### config.mk
export PLATFORM = sky130hd
export DESIGN_NAME = audio_route_clock_select
export DESIGN_NICKNAME = d
export VERILOG_FILES = /design/src/audio_route_pkg.sv /design/src/rate_classify.sv /design/src/attenuator.sv /design/src/audio_route_clock_select.sv
export VERILOG_INCLUDE_DIRS = /design/src
export SDC_FILE = /design/constraint.sdc
export NUM_CORES = 2
export LEC_CHECK = 0
export BUFFER_PORTS_ARGS = -buffer_cell sky130_fd_sc_hd__buf_2
export CELL_PAD_IN_SITES_DETAIL_PLACEMENT = 1
export CELL_PAD_IN_SITES_GLOBAL_PLACEMENT = 1
export CORE_ASPECT_RATIO = 1.25
export CORE_MARGIN = 2
export CORE_UTILIZATION = 40
export CTS_BUF_LIST = sky130_fd_sc_hd__clkbuf_8
export CTS_CLUSTER_DIAMETER = 30
export DETAILED_ROUTE_END_ITERATION = 8
export MAX_ROUTING_LAYER = met4
export PLACE_DENSITY = 0.78
export SYNTH_ARGS = -nofsm -noshare
export SYNTH_HDL_FRONTEND = slang
export SYNTH_HIERARCHICAL = 1
export SYNTH_SLANG_ARGS = --single-unit
### constraint.sdc
create_clock -name ref_clk -period 11.7 [get_ports ref_clk]
set_input_delay 0.585 -clock ref_clk [delete_from_list [all_inputs] [get_ports ref_clk]]
set_output_delay 0.585 -clock ref_clk [all_outputs]
set_load 0.01 [all_outputs]
### src/audio_route_consts.svh
// register offsets, reset values, rate limits and timing counts of the audio route block
// assumes a 10 MHz reference clock and an APB register bus
`ifndef AUDIO_ROUTE_CONSTS_SVH
`define AUDIO_ROUTE_CONSTS_SVH

`define CLK_HZ            10000000
`define STATUS_PERIOD_MS  500
`define STATUS_PERIOD_CYC ((`CLK_HZ / 1000) * `STATUS_PERIOD_MS)

`define OFF_CTRL          12'h000
`define OFF_TRACK         12'h004
`define OFF_VOLUME        12'h008
`define OFF_STATUS        12'h00C
`define OFF_RATE          12'h010

`define CTRL_RESET        32'h00000000
`define TRACK_RESET       2'h0
`define COARSE_RESET      2'h0
`define FINE_RESET        6'h00

`define RATE_MIN_HZ       25000
`define RATE_MAX_HZ       102000
`define RATE_TOL_HZ       500
`define RATE_BITS         17

`endif

### src/audio_route_pkg.sv
// types shared by the audio route block
package audio_route_pkg;

  typedef enum logic [1:0]
  {
    MON_AUTO  = 2'b00,
    MON_PLAY  = 2'b01,
    MON_INPUT = 2'b10
  } mon_mode_e;

  typedef enum logic [1:0]
  {
    CLK_AUTO   = 2'b00,
    CLK_MASTER = 2'b01,
    CLK_WORD   = 2'b10
  } clk_mode_e;

  typedef enum logic [1:0]
  {
    SRC_CRYSTAL = 2'b00,
    SRC_INPUT   = 2'b01,
    SRC_WORD    = 2'b10
  } clk_src_e;

  typedef struct packed
  {
    mon_mode_e  mon_mode;
    clk_mode_e  clk_mode;
    logic       force_multi;
    logic       multi_to_stereo;
  } ctrl_s;

  typedef struct packed
  {
    logic        no_lock;
    logic        rate_unknown;
    logic        input_multi;
    logic [16:0] rate_hz;
  } in_status_s;

  typedef logic [23:0] sample_t;

endpackage

### src/rate_classify.sv
// classifies a measured input rate against the standard rates
// assumes a measured rate in hertz from logic on the same clock
`timescale 1ns/10ps
`include "audio_route_consts.svh"

module rate_classify
  import audio_route_pkg::*;
(
  input  wire logic [16:0] rate_hz,
  input  wire logic [16:0] ref_hz,
  output logic             in_range,
  output logic             standard,
  output logic             rate_match
);

  localparam int NSTD = 6;
  localparam logic [16:0] STD [NSTD] = '{17'd32000, 17'd44100, 17'd48000, 17'd64000, 17'd88200, 17'd96000};
  localparam logic [16:0] TOL = 17'(`RATE_TOL_HZ);

  logic [NSTD-1:0] hit;

  function automatic logic near(input logic [16:0] a, input logic [16:0] b);
    logic [16:0] d;
    d = (a > b) ? a - b : b - a;
    near = (d <= TOL);
  endfunction

  genvar i;
  generate
    for (i = 0; i < NSTD; i = i + 1)
    begin : g_std
      assign hit[i] = near(rate_hz, STD[i]);
    end
  endgenerate

  assign in_range   = (rate_hz >= 17'(`RATE_MIN_HZ)) && (rate_hz <= 17'(`RATE_MAX_HZ));
  assign standard   = |hit;
  // same, double or half of the playback rate
  // double compared as half of the input, so no bit of the reference is lost
  assign rate_match = near(rate_hz, ref_hz) || near({1'b0, rate_hz[16:1]}, ref_hz)
                      || near(rate_hz, {1'b0, ref_hz[16:1]});

endmodule

### src/attenuator.sv
// applies coarse 6 dB steps and a fine gain to one channel
// assumes samples and settings on the same clock
`timescale 1ns/10ps

module attenuator
  import audio_route_pkg::*;
(
  input  wire logic    [1:0] coarse,
  input  wire logic    [5:0] fine,
  input  wire sample_t       din,
  output sample_t            dout
);

  logic signed [23:0] shifted;
  logic signed [30:0] prod;

  assign shifted = $signed(din) >>> coarse;
  // fine scales by (64 - fine)/64
  assign prod    = shifted * $signed({1'b0, 6'd63 - fine + 6'd1 == 6'd0 ? 7'd64 : 7'(7'd64 - {1'b0, fine})});
  assign dout    = sample_t'(prod >>> 6);

endmodule

### src/audio_route_clock_select.sv
// monitoring routing, output format and sample clock selection of the audio card
// assumes APB on ref_clk; link strobes and samples already on ref_clk; jumper and lock pins asynchronous
// Functional notes
// - input rate and format status refresh every half second.
// - loss of lock reported on errored input or missing signal.
// - unknown rate reported in vari-speed or when far from any standard rate.
// - stereo format for two-channel input, multichannel flag for eight-channel input.
// - automatic mode passes input to outputs only while recording.
// - playback-only mode never passes input to outputs.
// - input mode passes input whenever playback is inactive, no software needed.
// - eight-channel output feeds analog from track-selected channel pair.
// - analog attenuation is coarse 6 dB steps plus fine, both applied.
// - force-multichannel drives output in eight-channel format unless the conversion setting is on.
// - eight-channel input delivers channels 1 and 2 as stereo record.
// - forced multichannel stereo playback lands on tracks 1 and 2.
// - forced multichannel pass-through copies stereo input to all four pairs.
// - conversion setting forces stereo output from track-selected input pair.
// - before host setup, boot jumper picks eight-channel, else stereo.
// - auto clock follows valid matching input, reports master or slave.
// - master mode always runs from the crystal.
// - synchronises to same, double or half rate input.
// - follows source between 25 and 102 kHz immediately once running.
// - word clock mode uses word clock input within same range.
// - every setting takes effect as soon as written.
//
// The placing of the registers and the APB interface to the registers were left to the implementer.
`timescale 1ns/10ps
`include "audio_route_consts.svh"

module audio_route_clock_select
  import audio_route_pkg::*;
(
  input  wire logic               ref_clk,
  input  wire logic               resetn,
  input  wire logic               clk_en,
  input  wire logic               psel,
  input  wire logic               penable,
  input  wire logic               pwrite,
  input  wire logic [11:0]        paddr,
  input  wire logic [31:0]        pwdata,
  output logic      [31:0]        prdata,
  output logic                    pready,
  output logic                    pslverr,
  input  wire logic               boot_format_jumper,
  input  wire logic               in_lock,
  input  wire logic               in_error,
  input  wire logic               in_is_multi,
  input  wire logic               word_lock,
  input  wire logic               recording,
  input  wire logic               playing,
  input  wire logic               play_multi,
  input  wire logic [16:0]        in_rate_hz,
  input  wire logic [16:0]        word_rate_hz,
  input  wire logic [16:0]        play_rate_hz,
  input  wire logic               frame_stb,
  input  wire sample_t            in_ch   [8],
  input  wire sample_t            play_ch [8],
  output sample_t                 out_ch  [8],
  output sample_t                 rec_left,
  output sample_t                 rec_right,
  output sample_t                 ana_left,
  output sample_t                 ana_right,
  output logic                    out_multi,
  output logic                    monitor_on,
  output clk_src_e                clk_src
);

  logic [1:0]  rst_sync;
  logic        rst_n;
  logic [1:0]  pin_s1;
  logic [1:0]  pin_s2;
  logic [2:0]  lck_s1;
  logic [2:0]  lck_s2;
  logic        host_init;
  logic        boot_multi;
  logic        boot_taken;
  ctrl_s       ctrl;
  logic [1:0]  track;
  logic [1:0]  coarse;
  logic [5:0]  fine;
  in_status_s  status;
  logic [22:0] tick_cnt;
  logic        following;
  sample_t     mon_ch [8];
  sample_t     att_l;
  sample_t     att_r;

  wire jumper_s  = pin_s2[0];
  wire in_lock_s = lck_s2[0];
  wire in_err_s  = lck_s2[1];
  wire word_lk_s = lck_s2[2];
  wire multi_s   = pin_s2[1];

  // reset release and pin synchronisers
  always_ff @(posedge ref_clk or negedge resetn)
  begin
    if (!resetn)
    begin
      rst_sync <= 2'h0;
      pin_s1   <= 2'h0;
      pin_s2   <= 2'h0;
      lck_s1   <= 3'h0;
      lck_s2   <= 3'h0;
    end
    else if (clk_en)
    begin
      rst_sync <= {rst_sync[0], 1'b1};
      pin_s1   <= {in_is_multi, boot_format_jumper};
      pin_s2   <= pin_s1;
      lck_s1   <= {word_lock, in_error, in_lock};
      lck_s2   <= lck_s1;
    end
  end
  assign rst_n = rst_sync[1];

  // apb decode
  wire apb_wr  = psel && penable && pwrite;
  wire apb_rd  = psel && !penable && !pwrite;
  wire hit_ctl = paddr == `OFF_CTRL;
  wire hit_trk = paddr == `OFF_TRACK;
  wire hit_vol = paddr == `OFF_VOLUME;
  wire hit_sts = paddr == `OFF_STATUS;
  wire hit_rat = paddr == `OFF_RATE;
  wire mapped  = hit_ctl || hit_trk || hit_vol || hit_sts || hit_rat;
  wire bad_wr  = hit_sts || hit_rat || !mapped;

  wire [31:0] rd_word =
      hit_ctl ? {25'h0, host_init, ctrl.multi_to_stereo, ctrl.force_multi, ctrl.clk_mode, ctrl.mon_mode} :
      hit_trk ? {30'h0, track} :
      hit_vol ? {24'h0, coarse, fine} :
      hit_sts ? {26'h0, out_multi, clk_src, status.input_multi, status.rate_unknown, status.no_lock} :
      hit_rat ? {15'h0, status.rate_hz} : 32'h0;

  always_ff @(posedge ref_clk or negedge rst_n)
  begin
    if (!rst_n)
    begin
      prdata  <= 32'h0;
      pready  <= 1'b0;
      pslverr <= 1'b0;
    end
    else if (clk_en)
    begin
      pready  <= psel && !penable;
      pslverr <= psel && !penable && (pwrite ? bad_wr : !mapped);
      if (apb_rd)
      begin
        prdata <= rd_word;
      end
    end
  end

  // control registers; writes take effect at once
  always_ff @(posedge ref_clk or negedge rst_n)
  begin
    if (!rst_n)
    begin
      ctrl      <= ctrl_s'(`CTRL_RESET);
      track     <= `TRACK_RESET;
      coarse    <= `COARSE_RESET;
      fine      <= `FINE_RESET;
      host_init <= 1'b0;
    end
    else if (clk_en && apb_wr && pready)
    begin
      if (hit_ctl)
      begin
        ctrl      <= ctrl_s'({pwdata[1:0], pwdata[3:2], pwdata[4], pwdata[5]});
        host_init <= 1'b1;
      end
      if (hit_trk)
      begin
        track <= pwdata[1:0];
      end
      if (hit_vol)
      begin
        coarse <= pwdata[7:6];
        fine   <= pwdata[5:0];
      end
    end
  end

  // boot strap caught after release
  always_ff @(posedge ref_clk or negedge rst_n)
  begin
    if (!rst_n)
    begin
      boot_multi <= 1'b0;
      boot_taken <= 1'b0;
    end
    else if (clk_en && !boot_taken)
    begin
      boot_multi <= jumper_s;
      boot_taken <= 1'b1;
    end
  end

  // half second status refresh
  wire tick = tick_cnt == 23'(`STATUS_PERIOD_CYC - 1);
  wire in_range;
  wire in_std;
  wire in_match;
  wire wc_range;
  wire wc_std;
  wire wc_match;

  rate_classify u_in_rate
  (
    .rate_hz    (in_rate_hz),
    .ref_hz     (play_rate_hz),
    .in_range   (in_range),
    .standard   (in_std),
    .rate_match (in_match)
  );

  rate_classify u_wc_rate
  (
    .rate_hz    (word_rate_hz),
    .ref_hz     (play_rate_hz),
    .in_range   (wc_range),
    .standard   (wc_std),
    .rate_match (wc_match)
  );

  always_ff @(posedge ref_clk or negedge rst_n)
  begin
    if (!rst_n)
    begin
      tick_cnt <= 23'h0;
      status   <= '0;
    end
    else if (clk_en)
    begin
      tick_cnt <= tick ? 23'h0 : tick_cnt + 23'h1;
      if (tick)
      begin
        status.no_lock      <= !in_lock_s || in_err_s;
        status.rate_unknown <= !in_std;
        status.input_multi  <= multi_s;
        status.rate_hz      <= in_rate_hz;
      end
    end
  end

  // clock source selection
  wire in_valid  = in_lock_s && !in_err_s;
  wire can_start = in_valid && in_match && in_std;
  wire keep_on   = in_valid && in_range;
  wire next_following = following ? keep_on : can_start;

  always_ff @(posedge ref_clk or negedge rst_n)
  begin
    if (!rst_n)
    begin
      following <= 1'b0;
      clk_src   <= SRC_CRYSTAL;
    end
    else if (clk_en)
    begin
      following <= (ctrl.clk_mode == CLK_AUTO) && next_following;
      unique case (ctrl.clk_mode)
        CLK_AUTO:   clk_src <= next_following ? SRC_INPUT : SRC_CRYSTAL;
        CLK_MASTER: clk_src <= SRC_CRYSTAL;
        CLK_WORD:   clk_src <= (word_lk_s && wc_range) ? SRC_WORD : SRC_CRYSTAL;
        default:    clk_src <= SRC_CRYSTAL;
      endcase
    end
  end

  // monitoring and format routing
  wire mon_sel =
      (ctrl.mon_mode == MON_AUTO)  ? recording :
      (ctrl.mon_mode == MON_INPUT) ? !playing :
      1'b0;
  wire fmt_multi = !host_init ? boot_multi :
      ctrl.multi_to_stereo ? 1'b0 :
      (ctrl.force_multi || play_multi || (mon_sel && multi_s && !ctrl.multi_to_stereo));
  wire stereo_src_multi = multi_s && ctrl.multi_to_stereo;

  genvar p;
  generate
    for (p = 0; p < 8; p = p + 1)
    begin : g_ch
      // stereo input copied to every pair; multichannel input passed straight, or track-selected pair chosen when converting
      wire sample_t in_pick = !multi_s ? in_ch[p % 2] :
                              stereo_src_multi ? in_ch[{track, 1'b0} + (p % 2)] : in_ch[p];
      wire sample_t pl_pick = play_multi ? play_ch[p] : ((p < 2) ? play_ch[p] : 24'h0);
      assign mon_ch[p] = mon_sel ? in_pick : pl_pick;
      always_ff @(posedge ref_clk or negedge rst_n)
      begin
        if (!rst_n)
        begin
          out_ch[p] <= 24'h0;
        end
        else if (clk_en && frame_stb)
        begin
          out_ch[p] <= (fmt_multi || p < 2) ? mon_ch[p] : 24'h0;
        end
      end
    end
  endgenerate

  wire sample_t ana_src_l = fmt_multi ? mon_ch[{track, 1'b0}] : mon_ch[0];
  wire sample_t ana_src_r = fmt_multi ? mon_ch[{track, 1'b1}] : mon_ch[1];

  attenuator u_att_l
  (
    .coarse (coarse),
    .fine   (fine),
    .din    (ana_src_l),
    .dout   (att_l)
  );

  attenuator u_att_r
  (
    .coarse (coarse),
    .fine   (fine),
    .din    (ana_src_r),
    .dout   (att_r)
  );

  always_ff @(posedge ref_clk or negedge rst_n)
  begin
    if (!rst_n)
    begin
      rec_left   <= 24'h0;
      rec_right  <= 24'h0;
      ana_left   <= 24'h0;
      ana_right  <= 24'h0;
      out_multi  <= 1'b0;
      monitor_on <= 1'b0;
    end
    else if (clk_en)
    begin
      out_multi  <= fmt_multi;
      monitor_on <= mon_sel;
      if (frame_stb)
      begin
        rec_left  <= in_ch[0];
        rec_right <= in_ch[1];
        ana_left  <= att_l;
        ana_right <= att_r;
      end
    end
  end

endmodule

After elaboration in Yosys (flattened, before gate mapping)

Cells that the tools add are included.

Input port bits: 494
Output and inout port bits: 326
Bits in registers: 401

Equality and inequality tests: 7
$mul: 2
Bitwise logic cells: 4
Add/sub/neg operators: 23
Mux-type cells: 75
Shifts and indexed selects: 2
Magnitude comparators: 26
Reductions and logical operators: 51

Operators with widths:

| cell                   | number |
|---|---|
| $mux 24                | 46 |
| $bmux 24 s3            | 4 |
| $mux 17                | 14 |
| $le 17x9->1 const B    | 9 |
| $ge 33x4->1 const B    | 2 |
| $mul 24x8->30          | 2 |
| $gt 17x16->1 const B   | 3 |
| $sub 16x17->17 const A | 3 |
| $sub 17x16->17 const B | 3 |
| $sshr 24x2->24         | 2 |
| $ge 17x15->1 const B   | 2 |
| $gt 17x17->1 const B   | 2 |
| $le 17x17->1 const B   | 2 |
| $sub 16x17->17         | 2 |
| $sub 17x16->17         | 2 |
| $sub 17x17->17         | 2 |
| $sub 17x17->17 const A | 2 |
| $sub 17x17->17 const B | 2 |
| $not 3->33             | 1 |
| $not 4->33             | 1 |
| $eq 12x4->1 const B    | 2 |
| $add 23x1->23 const B  | 1 |
| $eq 23x23->1 const B   | 1 |
| $mux 23                | 1 |
| 27 further kinds       | 79 |

Longest topological paths before layout

Word-level depth: 14
Depth in mapped cells: 32
Mapped depth without buffers: 28

By module

The synthesis kept the hierarchy.

Modules (own cells, without submodules):

| module                     | instances | area each (um^2) | sequential area each (um^2) | cells an instance |
|---|---|---|---|---|
| audio_route_clock_select   | 1         | 22680.5          | 9659.3                      | 2477 |
| rate_classify at u_in_rate | 1         | 7538.5           | 0.0                         | 1132 |
| rate_classify at u_wc_rate | 1         | 7257.0           | 0.0                         | 1084 |
| attenuator at u_att_r      | 1         | 6029.5           | 0.0                         | 753 |
| attenuator at u_att_l      | 1         | 5903.2           | 0.0                         | 724 |

Worst setup path before layout

No wires, ideal clock.

Path type: register to register
From: register rst_sync[1] (netlist name)
To: register rst_sync[1]
Data arrival time: 9408 ps
Slack: 2165 ps
Library setup time: 127 ps
Required time: 11573 ps
Stages on the path, launching flop included: 2
Period minus slack after synthesis: 9535 ps
Path through: dfrtp_1 mux2_2

RTL lines:

| element                | line                            | RTL |
|---|---|---|
| end signal: assignment | audio_route_clock_select.sv:107 | `rst_sync <= {rst_sync[0], 1'b1};` |
| end: declaration       | audio_route_clock_select.sv:68  | `logic [1:0] rst_sync;` |

Worst setup path in the final report

From: register track[0]
To: register ana_left[23]

Longest elaborated chain between the ends: 14
Elaborated cells between the ends (all ways): 40

RTL lines:

| element                                    | line                            | RTL |
|---|---|---|
| start: declaration                         | audio_route_clock_select.sv:78  | `logic [1:0] track;` |
| start signal: assignment                   | audio_route_clock_select.sv:159 | `` track <= `TRACK_RESET; `` |
| start signal: assignment                   | audio_route_clock_select.sv:173 | `track <= pwdata[1:0];` |
| $add 3x1->4                                | audio_route_clock_select.sv:286 | `stereo_src_multi ? in_ch[{track, 1'b0} + (p % 2)] : in_ch[p];` |
| $not 4->33 (not written as such)           | audio_route_clock_select.sv:286 |  |
| $bmux 24 s3                                | audio_route_clock_select.sv:286 |  |
| $mux 24 (not written as such) (2 in a row) | audio_route_clock_select.sv:286 |  |
| $mux 24                                    | audio_route_clock_select.sv:286 |  |
| $mux 24                                    | audio_route_clock_select.sv:285 | `wire sample_t in_pick = !multi_s ? in_ch[p % 2] :` |
| $mux 24                                    | audio_route_clock_select.sv:288 | `assign mon_ch[p] = mon_sel ? in_pick : pl_pick;` |
| $bmux 24 s3                                | audio_route_clock_select.sv:303 | `wire sample_t ana_src_l = fmt_multi ? mon_ch[{track, 1'b0}] : mon_ch[0];` |
| $mux 24 (not written as such) (2 in a row) | audio_route_clock_select.sv:303 |  |
| $mux 24 *                                  | audio_route_clock_select.sv:303 |  |
| named net ana_src_l[4]                     | audio_route_clock_select.sv:303 |  |
| $sshr 24x2->24 *                           | attenuator.sv:17                | `assign shifted = $signed(din) >>> coarse;` |
| $mul 24x8->30 *                            | attenuator.sv:19                | `assign prod = shifted * $signed({1'b0, 6'd63 - fine + 6'd1 == 6'd0 ? 7'd64 : 7'(7'd64 - {1'b0, fine})});` |
| named net att_l[23]                        | audio_route_clock_select.sv:85  | `sample_t att_l;` |
| end signal: assignment                     | audio_route_clock_select.sv:341 | `ana_left <= att_l;` |
| end: declaration                           | audio_route_clock_select.sv:61  | `output sample_t ana_left,` |

The timed path passes the listed nets; every way through them passes the cells marked *. The select of a mux whose other input is x is not followed.
A chain may end at the register's enable or synchronous reset.

==> metrics.yaml <==
run_status:
  status: "finished clean"
synthesis:
  netlist_instances: 5162
  syn_area_sq_um: 42600
  avgSynthCellArea_sq_um: 8.25
  ys_warn_count: 6
layout:
  nNetsFinal: 6760
  fillers: 13000
  final_cell_area_sq_um: 50600
  drive_above_1_share_pct: 22.8
  utilization_pct: 48.0
  syn2layout_area_growth_pct: 18.8
  layout_commonest_cell: "buf_2"
  final_cell_mix: "779 x buf_2, 615 x nand2_1, 485 x nor2_1"
  finalNonFillerCells: 7357
clock_tree:
  worstSkewPairLatency_ps: 900
  cts_sinks: 386
  tritoncts: "yes"
  clk_pin_slew_ps: 60
  htreeDepth: 3
  cts_buffers: 105
  clk_path_buf_depth: 3
  cts_resized: 0
  cts_root_buf: "clkbuf_8"
die:
  die_y_um: 369
  dieArea_sq_um: 109000
  core_sq_um: 105000
  die_w_um: 296
  io_pins: 820
  initial_core_util_pct: 40.4
  fp-row-count: 133
worst_setup_path:
  max_stage_delay_ps: 940
  crit_top_cell: "fa_1"
  cp_data_required_time_ps: 12410
  critical_path_class: "reg -> reg"
  crit_slowest_cell: "o22ai_1"
  worst_setup_path_end_kind: "flip-flop"
  worstPathArrival_ps: 10770
  start_kind: "flip-flop"
  cp_num_buf_inv: 4
  cp_top_family: "compound AO/OA/AOI/OAI gates"
  cp_max_fo: 43
power_and_ir_drop:
  leakagePower_nw: 24.1
  irDropWorstVdd_v: 0.0000946
  p_total_mw: 5.22
  power_density_nw_per_um2: 103
timing:
  clock_skew_ps: 86.6
  rsz0062_at_grt: "false"
  clock.fmax_mhz: 99.5
  fin_crit_ps: 10050
  worst_slew_pin_slew_ps: 1170
  timing.hold.ws_ps: 31.1
  slew_viol_final: 0
  fin_crit_sh_pct: 85.9
  max_slew_margin_pct: 21.7
  setup_tns_ps: 0
  finalHoldViolations: 0
  setup_slack_ps: 1650
  setup_viol: 0
run:
  max-cap-violations: 0
drt:
  firstDrtPassIters: 6
  ant_nets: 0
  totalWireLength_um: 214000
  wl_per_cell_um: 29.0
  initialDrtViolationCount: 3441
  routed_via_density: 6.08
  vias: 44700
  drc: 0
place:
  placedInstanceArea_sq_um: 47400
  portBuffers: 780
  dpl_worst_slack_ps: 2240
  routabilityCongestion: 1.10
  dp_hpwl_um: 163000
  dp.cells: 7070
global_routing:
  grt_pass1_vias: 46400
  groute.usage.overall_pct: 39.6
  antenna_found_initial: 72
  grt_pass1_wl_um: 309000
  grt_overflow: 0
  grt_max_degree: 141
hold_path:
  hold_path.class: "in -> reg"
timing repair:
| action | CTS | global route |
|---|---|---|
| hold endpoints to repair | 35 | 0 |
| buffers inserted | 0 | 0 |
| hold buffers | 18 | 0 |
worst register-to-register path, stage by stage, from the launching register on:
cell	delay, ps
dfrtp_4	700
nand3b_1	760
buf_12	440
o22ai_1	1010
a21oi_1	110
o21ai_0	750
a21oi_1	100
nor3_1	350
mux2_2	260
mux2i_1	220
or2_2	370
fa_1	490
fa_1	490
inv_1	60
fa_1	540
inv_1	70
fa_1	540
inv_1	40
ha_1	350
a21oi_1	160
o21ai_0	130
o311ai_0	500
o221a_4	340
a311oi_1	120
a2111o_1	510
a21oi_2	190
xnor2_1	70
mux2_2	250
flip-flops by register name (all words and copies together), names as in the netlist, 2 cells and up:
name,flops
lck_s1,3
pin_s2,2
out_ch,192
lck_s2,3
fine,6
clk_src,2
pin_s1,2
rst_sync,2
ana_right,24
coarse,2
ana_left,24
tick_cnt,23
prdata,17
rec_right,24
rec_left,24
ctrl,6
status,20
track,2
power by group:
group          internal, mW  switching (mW)
clock                  1.55           0.879
combinational         0.462           0.814
sequential             1.44          0.0786
final cells by class:
| type | instances | area [sq um] | area share, % |
|---|---|---|---|
| antenna | 73 | 183 | 0.361 |
| timing repair buffer | 870 | 4700 | 9.30 |
| clock inverter | 72 | 1120 | 2.21 |
| sequential | 386 | 9680 | 19.1 |
| inverter | 397 | 1490 | 2.95 |
| multi-input combinational | 4018 | 29900 | 59.2 |
| tap | 1417 | 1770 | 3.51 |
| clock buffer | 124 | 1710 | 3.38 |
routing by layer:
| metal | wire (um) | share of wire (%) | track usage (%) | vias up |
|---|---|---|---|---|
| li1 | - | - | - | 19400 |
| met1 | 77000 | 36 | 42.8 | 22500 |
| met2 | 100000 | 47 | 61.6 | 2085 |
| met3 | 19700 | 9.2 | 11.6 | 683 |
| met4 | 16900 | 7.9 | 28.9 | 0 |
| met5 | 0 | 0 | - | - |
final timing paths:
path | start | slack [ps] | end | cells past startpoint
max | track[0] | 1650 | ana_left[23] | 27
min | in_ch[151] | 30 | rec_right[7] | 2
max reg2reg | track[0] | 1650 | ana_left[23] | 27
min reg2reg | rst_sync[1] | 450 | rec_left[23] | 0
max in group asynchronous | rst_sync[1] | 8730 | ana_right[14] | 2
min in group asynchronous | resetn | 170 | rst_sync[1] | 2
(Power assumes the default switching activity.)
